$ cat src/iaet_consts.vh
// constants for the interrupt and event transfer block
`ifndef IAET_CONSTS_VH
`define IAET_CONSTS_VH
`define IAET_NODES 96
`define IAET_NODE_W 7
`define IAET_PRIO_W 4
`define IAET_CHANS 8
`define IAET_CHAN_W 3
`define IAET_ADDR_W 24
`define IAET_CNT_W 8
`define IAET_ERU_CH 4
`define IAET_SHARED 4
`define IAET_LAT_JC 4'h7
`define IAET_LAT_NJC 4'hB
`define IAET_TRAP_NODE 7'h7F
`define IAET_EDGE_RISE 2'h1
`define IAET_EDGE_FALL 2'h2
`define IAET_EDGE_BOTH 2'h3
`define IAET_ERU_NODE0 7'h5C
`define IAET_SHARED_NODE0 7'h58
`endif

$ cat src/iaet_top.v
// interrupt controller with event transfer channels and request unit
//
// Operation
// - each node is steered either to vectored service or to an event transfer channel.
// - a vectored service suspends the program and branches to the node's vector entry.
// - an event transfer steals exactly one cycle from the cpu and takes no vector.
// - a transfer moves one byte or word then bumps source, destination or both pointers.
// - each transfer decrements the channel count unless the channel is continuous.
// - a channel whose count is zero raises a vectored interrupt to its node instead.
// - there are eight channels, each with its own pointers and count.
// - service starts no earlier than 7 clocks after a request with jump cache, 11 without.
// - there are 96 nodes, each with request flag, enable flag and priority field.
// - most sources own a node, and select registers pick the source of shared nodes.
// - the request unit takes the external lines only and routes them to nodes.
// - the request unit has 4 trigger channels, a routing matrix and 4 gating units.
// - each trigger channel detects rising, falling or both edges as configured.
// - each gating unit passes or blocks its events on a pattern match or miss.
// - a hardware trap branches to a service routine like a standard interrupt.
`timescale 1ns/10ps
`include "iaet_consts.vh"
module iaet_top #(
  parameter NODES = `IAET_NODES,
  parameter CHANS = `IAET_CHANS
) (
  // clock and reset
  input wire clk_in,
  input wire nrst_in,
  // request sources
  input wire [NODES-1:0] src_req_in,
  input wire [4*`IAET_SHARED-1:0] shared_src_in,
  input wire [2*`IAET_SHARED-1:0] source_selection_regs_in,
  input wire [`IAET_ERU_CH-1:0] ext_req_in,
  input wire trap_in,
  // node configuration
  input wire [NODES-1:0] node_en_in,
  input wire [NODES*`IAET_PRIO_W-1:0] node_prio_in,
  input wire [NODES-1:0] node_use_pec_in,
  input wire [NODES*`IAET_CHAN_W-1:0] node_chan_in,
  input wire jump_cache_in,
  // request unit configuration
  input wire [2*`IAET_ERU_CH-1:0] eru_edge_in,
  input wire [2*`IAET_ERU_CH-1:0] eru_route_in,
  input wire [`IAET_ERU_CH-1:0] eru_pattern_in,
  input wire [`IAET_ERU_CH-1:0] eru_on_miss_in,
  // channel setup writes
  input wire chan_wr_in,
  input wire [`IAET_CHAN_W-1:0] chan_sel_in,
  input wire [`IAET_ADDR_W-1:0] chan_src_in,
  input wire [`IAET_ADDR_W-1:0] chan_dst_in,
  input wire [`IAET_CNT_W-1:0] chan_cnt_in,
  input wire chan_byte_in,
  input wire chan_inc_src_in,
  input wire chan_inc_dst_in,
  input wire chan_cont_in,
  // cpu handshake
  input wire cpu_ack_in,
  input wire mem_done_in,
  // cpu and memory side
  output reg irq_out,
  output reg [`IAET_NODE_W-1:0] vector_out,
  output reg trap_out,
  output reg steal_out,
  output reg xfer_req_out,
  output reg [`IAET_ADDR_W-1:0] xfer_src_out,
  output reg [`IAET_ADDR_W-1:0] xfer_dst_out,
  output reg xfer_byte_out,
  output reg [NODES-1:0] node_flag_out
);
  localparam S_IDLE = 4'h1;
  localparam S_WAIT = 4'h2;
  localparam S_IRQ = 4'h4;
  localparam S_XFER = 4'h8;

  reg [3:0] state;
  reg [3:0] lat_cnt;
  reg [`IAET_NODE_W-1:0] cur_node;
  reg cur_pec;
  reg cur_trap;
  reg [`IAET_ADDR_W-1:0] src_ptr [0:CHANS-1];
  reg [`IAET_ADDR_W-1:0] dst_ptr [0:CHANS-1];
  reg [`IAET_CNT_W-1:0] xcnt [0:CHANS-1];
  reg [CHANS-1:0] cbyte;
  reg [CHANS-1:0] cinc_s;
  reg [CHANS-1:0] cinc_d;
  reg [CHANS-1:0] ccont;
  reg [`IAET_ERU_CH-1:0] ext_s1;
  reg [`IAET_ERU_CH-1:0] ext_s2;
  reg [`IAET_ERU_CH-1:0] ext_d;
  reg [NODES-1:0] src_s1;
  reg [NODES-1:0] src_s2;
  reg [NODES-1:0] src_d;
  reg [4*`IAET_SHARED-1:0] shs_s1;
  reg [4*`IAET_SHARED-1:0] shs_s2;
  reg [4*`IAET_SHARED-1:0] shs_d;
  reg trap_s1;
  reg trap_s2;
  reg trap_pend;
  // own loop variables for each process, so no process wakes another
  integer i;
  integer ti;
  integer tk;
  integer si;
  integer ai;

  function [1:0] pick2;
    input [1:0] sel;
    input [3:0] v;
    begin
      pick2 = {1'b0, v[sel]};
    end
  endfunction

  // trigger channels; the route field picks the gating unit
  reg [`IAET_ERU_CH-1:0] trig;
  reg [`IAET_ERU_CH-1:0] gate_ev;
  reg [`IAET_ERU_CH-1:0] gate_out;
  always @* begin
    gate_ev = {`IAET_ERU_CH{1'b0}};
    for (ti = 0; ti < `IAET_ERU_CH; ti = ti + 1) begin
      trig[ti] = (eru_edge_in[2*ti] & ext_s2[ti] & ~ext_d[ti]) |
        (eru_edge_in[2*ti+1] & ~ext_s2[ti] & ext_d[ti]);
      for (tk = 0; tk < `IAET_ERU_CH; tk = tk + 1) begin
        if (trig[ti] && eru_route_in[2*ti +: 2] == tk[1:0]) begin
          gate_ev[tk] = 1'b1;
        end
      end
    end
    for (ti = 0; ti < `IAET_ERU_CH; ti = ti + 1) begin
      gate_out[ti] = gate_ev[ti] &
        ((eru_pattern_in == ext_s2) ^ eru_on_miss_in[ti]);
    end
  end

  // edge events feeding each node; shared nodes take the selected source
  reg [NODES-1:0] node_ev;
  reg [1:0] sel_bit;
  always @* begin
    node_ev = src_s2 & ~src_d;
    sel_bit = 2'h0;
    // edges are taken before the mux, so a select change makes no event
    for (si = 0; si < `IAET_SHARED; si = si + 1) begin
      sel_bit = pick2(source_selection_regs_in[2*si +: 2],
        shs_s2[4*si +: 4] & ~shs_d[4*si +: 4]);
      node_ev[`IAET_SHARED_NODE0 + si] = sel_bit[0];
    end
    for (si = 0; si < `IAET_ERU_CH; si = si + 1) begin
      node_ev[`IAET_ERU_NODE0 + si] = gate_out[si];
    end
  end

  // arbitration: highest priority value, lowest index on ties
  reg found;
  reg [`IAET_NODE_W-1:0] win;
  reg [`IAET_PRIO_W-1:0] win_prio;
  always @* begin
    found = 1'b0;
    win = {`IAET_NODE_W{1'b0}};
    win_prio = {`IAET_PRIO_W{1'b0}};
    for (ai = 0; ai < NODES; ai = ai + 1) begin
      if (node_flag_out[ai] && node_en_in[ai] &&
          (!found || node_prio_in[ai*`IAET_PRIO_W +: `IAET_PRIO_W] >
          win_prio)) begin
        found = 1'b1;
        win = ai[`IAET_NODE_W-1:0];
        win_prio = node_prio_in[ai*`IAET_PRIO_W +: `IAET_PRIO_W];
      end
    end
  end

  wire [`IAET_CHAN_W-1:0] cur_ch;
  assign cur_ch = node_chan_in[cur_node*`IAET_CHAN_W +: `IAET_CHAN_W];
  wire [`IAET_ADDR_W-1:0] step;
  assign step = cbyte[cur_ch] ? 24'h000001 : 24'h000002;
  wire [3:0] lat_target;
  assign lat_target = jump_cache_in ? `IAET_LAT_JC : `IAET_LAT_NJC;
  wire accept;
  assign accept = (state == S_IDLE) && (found || trap_pend);
  wire grant_pec;
  assign grant_pec = node_use_pec_in[win] &&
    xcnt[node_chan_in[win*`IAET_CHAN_W +: `IAET_CHAN_W]] != 8'h00;

  always @(posedge clk_in or negedge nrst_in) begin
    if (!nrst_in) begin
      ext_s1 <= 4'h0;
      ext_s2 <= 4'h0;
      ext_d <= 4'h0;
      src_s1 <= {NODES{1'b0}};
      src_s2 <= {NODES{1'b0}};
      src_d <= {NODES{1'b0}};
      shs_s1 <= 16'h0000;
      shs_s2 <= 16'h0000;
      shs_d <= 16'h0000;
      trap_s1 <= 1'b0;
      trap_s2 <= 1'b0;
      trap_pend <= 1'b0;
      node_flag_out <= {NODES{1'b0}};
      state <= S_IDLE;
      lat_cnt <= 4'h0;
      cur_node <= 7'h00;
      cur_pec <= 1'b0;
      cur_trap <= 1'b0;
      irq_out <= 1'b0;
      vector_out <= 7'h00;
      trap_out <= 1'b0;
      steal_out <= 1'b0;
      xfer_req_out <= 1'b0;
      xfer_src_out <= 24'h000000;
      xfer_dst_out <= 24'h000000;
      xfer_byte_out <= 1'b0;
      cbyte <= {CHANS{1'b0}};
      cinc_s <= {CHANS{1'b0}};
      cinc_d <= {CHANS{1'b0}};
      ccont <= {CHANS{1'b0}};
      for (i = 0; i < CHANS; i = i + 1) begin
        src_ptr[i] <= 24'h000000;
        dst_ptr[i] <= 24'h000000;
        xcnt[i] <= 8'h00;
      end
    end else begin
      // pins pass two flops before any edge logic looks at them
      ext_s1 <= ext_req_in;
      ext_s2 <= ext_s1;
      ext_d <= ext_s2;
      src_s1 <= src_req_in;
      src_s2 <= src_s1;
      src_d <= src_s2;
      shs_s1 <= shared_src_in;
      shs_s2 <= shs_s1;
      shs_d <= shs_s2;
      trap_s1 <= trap_in;
      trap_s2 <= trap_s1;
      if (trap_s2) begin
        trap_pend <= 1'b1;
      end else if (accept) begin
        trap_pend <= 1'b0;
      end
      // set wins over the acceptance clear
      node_flag_out <= (node_flag_out &
        ~(accept && !trap_pend ? ({{(NODES-1){1'b0}}, 1'b1} << win)
        : {NODES{1'b0}})) | node_ev;
      if (chan_wr_in) begin
        src_ptr[chan_sel_in] <= chan_src_in;
        dst_ptr[chan_sel_in] <= chan_dst_in;
        xcnt[chan_sel_in] <= chan_cnt_in;
        cbyte[chan_sel_in] <= chan_byte_in;
        cinc_s[chan_sel_in] <= chan_inc_src_in;
        cinc_d[chan_sel_in] <= chan_inc_dst_in;
        ccont[chan_sel_in] <= chan_cont_in;
      end
      steal_out <= 1'b0;
      case (state)
        S_IDLE: begin
          if (accept) begin
            // a pending trap wins over every node request at acceptance
            cur_trap <= trap_pend;
            cur_node <= trap_pend ? `IAET_TRAP_NODE : win;
            cur_pec <= !trap_pend && grant_pec;
            lat_cnt <= 4'h1;
            state <= S_WAIT;
          end
        end
        S_WAIT: begin
          // request was seen three cycles before this counter starts
          lat_cnt <= lat_cnt + 4'h1;
          if (lat_cnt + 4'h3 >= lat_target) begin
            if (cur_pec) begin
              xfer_req_out <= 1'b1;
              steal_out <= 1'b1;
              xfer_src_out <= src_ptr[cur_ch];
              xfer_dst_out <= dst_ptr[cur_ch];
              xfer_byte_out <= cbyte[cur_ch];
              state <= S_XFER;
            end else begin
              irq_out <= 1'b1;
              trap_out <= cur_trap;
              vector_out <= cur_node;
              state <= S_IRQ;
            end
          end
        end
        S_IRQ: begin
          if (cpu_ack_in) begin
            irq_out <= 1'b0;
            trap_out <= 1'b0;
            state <= S_IDLE;
          end
        end
        S_XFER: begin
          if (mem_done_in) begin
            xfer_req_out <= 1'b0;
            if (cinc_s[cur_ch]) begin
              src_ptr[cur_ch] <= src_ptr[cur_ch] + step;
            end
            if (cinc_d[cur_ch]) begin
              dst_ptr[cur_ch] <= dst_ptr[cur_ch] + step;
            end
            if (!ccont[cur_ch]) begin
              xcnt[cur_ch] <= xcnt[cur_ch] - 8'h01;
            end
            state <= S_IDLE;
          end
        end
        default: begin
          state <= S_IDLE;
        end
      endcase
    end
  end
endmodule // iaet_top

$ cat config.mk
export PLATFORM = sky130hd
export DESIGN_NAME = iaet_top
export DESIGN_NICKNAME = d
export VERILOG_FILES = /design/src/iaet_top.v
export VERILOG_INCLUDE_DIRS = /design/src
export SDC_FILE = /design/constraint.sdc
export NUM_CORES = 2
export LEC_CHECK = 0
export ABC_CLOCK_PERIOD_IN_PS = 290100
export BUFFER_PORTS_ARGS = -buffer_cell sky130_fd_sc_hd__buf_2
export CORE_AREA = 2 2 488 490
export DETAILED_ROUTE_END_ITERATION = 8
export DIE_AREA = 0 0 490 492
export GPL_TIMING_DRIVEN = 0
export PLACE_DENSITY_LB_ADDON = 0.2
export SLEW_MARGIN = 20
export SYNTH_ARGS = -nofsm -noshare
export SYNTH_HDL_FRONTEND = slang
export SYNTH_SLANG_ARGS = --single-unit
export TNS_END_PERCENT = 1
$ cat constraint.sdc
create_clock -name clk_in -period 290.1 [get_ports clk_in]
set_input_delay 14.505 -clock clk_in [delete_from_list [all_inputs] [get_ports clk_in]]
set_output_delay 14.505 -clock clk_in [all_outputs]
set_load 0.01 [all_outputs]
==> implementation parameters <==
Parameter                              Value

Run status
  Outcome    finished clean

Placement
  Routability Congestion    1.03
  Total of buffers placed on input and output ports    1220
  Post-DP HPWL    349000 um

Run
  Maximum capacitance violations    0

Clocking
  Number of gates resized after CTS    0
  Latest clock arrival within the worst-skew pair    810 ps
  CTS Buf Count    113
  Number of clock sinks    980
  CTS hold repair buffers    0
  Count of buffers added by post-CTS timing repair for setup    0
  Clock transition at the registers of the reported paths    60 ps
  CTS Root Buffer Type    sky130_fd_sc_hd__clkbuf_16
  TritonCTS clock tree    yes
  Deepest clock path buffer count    3
  Htree depth    3

Synth
  Compound-Gate Fraction of Synth Area    23.3%
  Mux contribution to synthesized area    14.7%
  Post-synth EDFFs    0
  Cell area after synthesis    0.0699 mm2
  Synth unique cells    132
  Yosys Warn Count    0
  Share of flip-flops with an asynchronous set or reset after synthesis    100%
  Cell with the most instances after synthesis    sky130_fd_sc_hd__dfrtp_1
  Simple-gate portion of the synthesized area    15.8%
  Largest family of logic cells by synthesized area    compound AO/OA/AOI/OAI gates
  Post-synthesis cell count    7833
  Number of storage elements in the synthesis netlist    980
  Predominant post-synthesis flop cell    sky130_fd_sc_hd__dfrtp_1
  Area share of fa/ha/maj cells after synthesis    5.79%
  Leading cell types by count after synthesis    979 x sky130_fd_sc_hd__dfrtp_1, 905 x sky130_fd_sc_hd__nand2_1, 841 x sky130_fd_sc_hd__o21ai_0
  Synth Net Count    9219
  Cell type with the highest aggregate area in the netlist    sky130_fd_sc_hd__dfrtp_1
  Most area-consuming cells after synthesis    sky130_fd_sc_hd__dfrtp_1 35%, sky130_fd_sc_hd__mux2_2 8.4%, sky130_fd_sc_hd__o21ai_0 6.0%, sky130_fd_sc_hd__ha_1 5.4%, sky130_fd_sc_hd__nand2_1 4.9%
  Top-area cell type share of the netlist area    35.1%
  XOR/XNOR Fraction of Synth Area    0.777%
  Post-Synthesis Mean Instance Area    8.92 um2
  Post-synthesis sequential area ratio    35.1%

Critical path
  Gate family responsible for the most delay along the worst path    compound AO/OA/AOI/OAI gates
  Critical Path Start Type    input port
  Req. time, crit path    290610 ps
  Startpoint of the most critical register-to-register path    node_flag_out[0]
  Slowest Stage Delay on Critical Path    1050 ps
  Beginning of the critical path    node_en_in[0]
  Kind of end point of the critical path    flop
  Maximum fanout encountered on the critical timing path    11
  Critical path's slowest cell    sky130_fd_sc_hd__o21ai_0
  Number of buffers and inverters on the critical path    75
  Critical setup path kind    input port to flop
  Critical path arrival    197120 ps
  Cell type with the highest occurrence count on the critical path    sky130_fd_sc_hd__a21oi_1

Die
  Total number of placement rows    179
  Effective utilization at floorplan    29.6%
  Overall die width    490 um
  IO Count    1238
  Area of the placeable core    0.236 mm2
  Die Area    0.241 mm2
  Floorplan die height    492 um

Timing
  Final Cycle Share    67.8%
  Setup_tns    0 ps
  Max-slew violation count    0
  Final hold vios    0
  Unrepaired setup endpoints after global routing    false
  Rel. slew slack    13.8%
  Setup-failing EPs final    0
  Actual transition at the worst max-transition pin    1280 ps
  Upper clock frequency limit    0.00509 GHz
  Clock skew after layout    83.9 ps
  Min Tclk post-route    196610 ps

Detailed routing
  Highest metal used    met5
  WL met3    40600 um
  Met2 layer wire length in the routed design    187000 um
  DRC errors left    0
  Via total after detailed routing    74300
  Routed len/inst    33.6 um
  Met1 wire length    168000 um
  First-pass iteration count of the detailed router    8
  Per-cell via count in the routed design    5.85
  Post-detailed-routing wire length    427000 um
  Detail Route Antenna Nets    0
  Number of DRC markers after the initial detailed-route iteration    8147

Global routing
  Number of global-route vias before repair    70300
  Initial antenna violation count    352
  First-pass GRT wire length    577000 um
  Aggregate global routing overflow    0
  Overall track demand over capacity in global routing    34.0%
  Largest net degree at the start of global routing    128

Cells and area
  Layout-stage area growth over the synthesis result    22.1%
  Fill cell instance count of the final layout    24800
  Final nets    10600
  Layout cell share with drive strength beyond 1    25.0%

Hold path
  Worst hold path class    flop to flop
  Startpoint of the most critical hold path    src_s1[55]
[worst register-to-register path, delay by kind of cell, from the launching register on]
kind	cells	cell delay, ps
adders and majority gates	117	35680
and+or+nand+nor	155	25930
DFF	1	350
muxes	24	8940
AOI/OAI and AO/OA	422	98960
buffers and inverters	69	13110
[area by class of cell]
cell class | instances | area, um2 | area share, %
multi-input cells | 6049 | 42300 | 49.6
flip-flops and latches | 980 | 24500 | 28.7
repair buffers | 1250 | 6660 | 7.80
well taps | 3167 | 3960 | 4.64
clock buffers | 134 | 3060 | 3.58
inverters | 429 | 1610 | 1.89
plain buffers | 375 | 1600 | 1.88
clock inverters | 74 | 1030 | 1.21
diodes | 240 | 601 | 0.704
[cell families (layout without fill, tap and decap cells)]
group                      Yosys count  in the layout
muxes                              842            842
adders and majority gates          327            327
buffers and inverters              804           2262
DFF                                980            980
AOI/OAI and AO/OA                 2483           2483
and+or+nand+nor                   2335           2335
xor gates and xnor gates            62             62
other                                0            240
[per-stage QoR]
| stage | hold slack, ps | setup slack, ps | std cells | utilization [%] | area [um2] |
|---|---|---|---|---|---|
| 2_1_floorplan | 331 | 129730 | 7833 | - | 69900 |
| 3_3_place_gp | 333 | 96420 | 12200 | 33.8 | 80000 |
| 3_5_place_dp | 335 | 95660 | 12200 | 34.1 | 80600 |
| 4_1_cts | 310 | 95710 | 12500 | 35.9 | 84700 |
| 5_1_grt | 316 | 79960 | 12600 | 36.0 | 85100 |
| 6_report | 309 | 93490 | 12700 | 36.1 | 85400 |
[routing by layer]
layer,track usage [%],up-vias
li1,-,32000
met1,42.5,36900
met2,51.9,4184
met3,8.93,1088
met4,22.0,128
met5,0,-
[registers in the layout, indices dropped and copies added (netlist names), 16 cells and up]
register / cells
node_flag_out: 96
xfer_dst_out: 24
shs_s2: 16
shs_d: 16
dst_ptr: 192
src_d: 88
shs_s1: 16
src_s2: 88
xcnt: 64
src_ptr: 192
xfer_src_out: 24
src_s1: 88
[layout by cell type, fill, tap and decap left out, types with 97 or more instances in the layout]
cell type and n:
sky130_fd_sc_hd__a211oi_1 99, sky130_fd_sc_hd__a21oi_1 467, sky130_fd_sc_hd__a22oi_1 104, sky130_fd_sc_hd__and2_1 116, sky130_fd_sc_hd__and3_1 97, sky130_fd_sc_hd__buf_2 1256, sky130_fd_sc_hd__clkbuf_1 268, sky130_fd_sc_hd__clkbuf_16 113
sky130_fd_sc_hd__dfrtp_1 979, sky130_fd_sc_hd__diode_2 240, sky130_fd_sc_hd__ha_1 302, sky130_fd_sc_hd__inv_1 429, sky130_fd_sc_hd__mux2_2 519, sky130_fd_sc_hd__mux2i_1 226, sky130_fd_sc_hd__nand2_1 905, sky130_fd_sc_hd__nand3_1 174
sky130_fd_sc_hd__nor2_1 429, sky130_fd_sc_hd__nor2b_1 127, sky130_fd_sc_hd__nor3_1 145, sky130_fd_sc_hd__o21ai_0 840
[path summary, 6_finish.rpt]
check	endpoint	slack, ps	cells past startpoint
min in group asynchronous	src_d[38]	13640	1
worst max register to register	cur_pec	106860	787
worst max-delay path	cur_pec	93490	906
worst min register to register	src_s2[55]	310	0
max in group asynchronous	src_s1[73]	274010	5
worst min-delay path	src_s2[55]	310	0
Power is not shown: default switching activity piles up to over one toggle a cycle in this logic, so the estimate is an artifact.
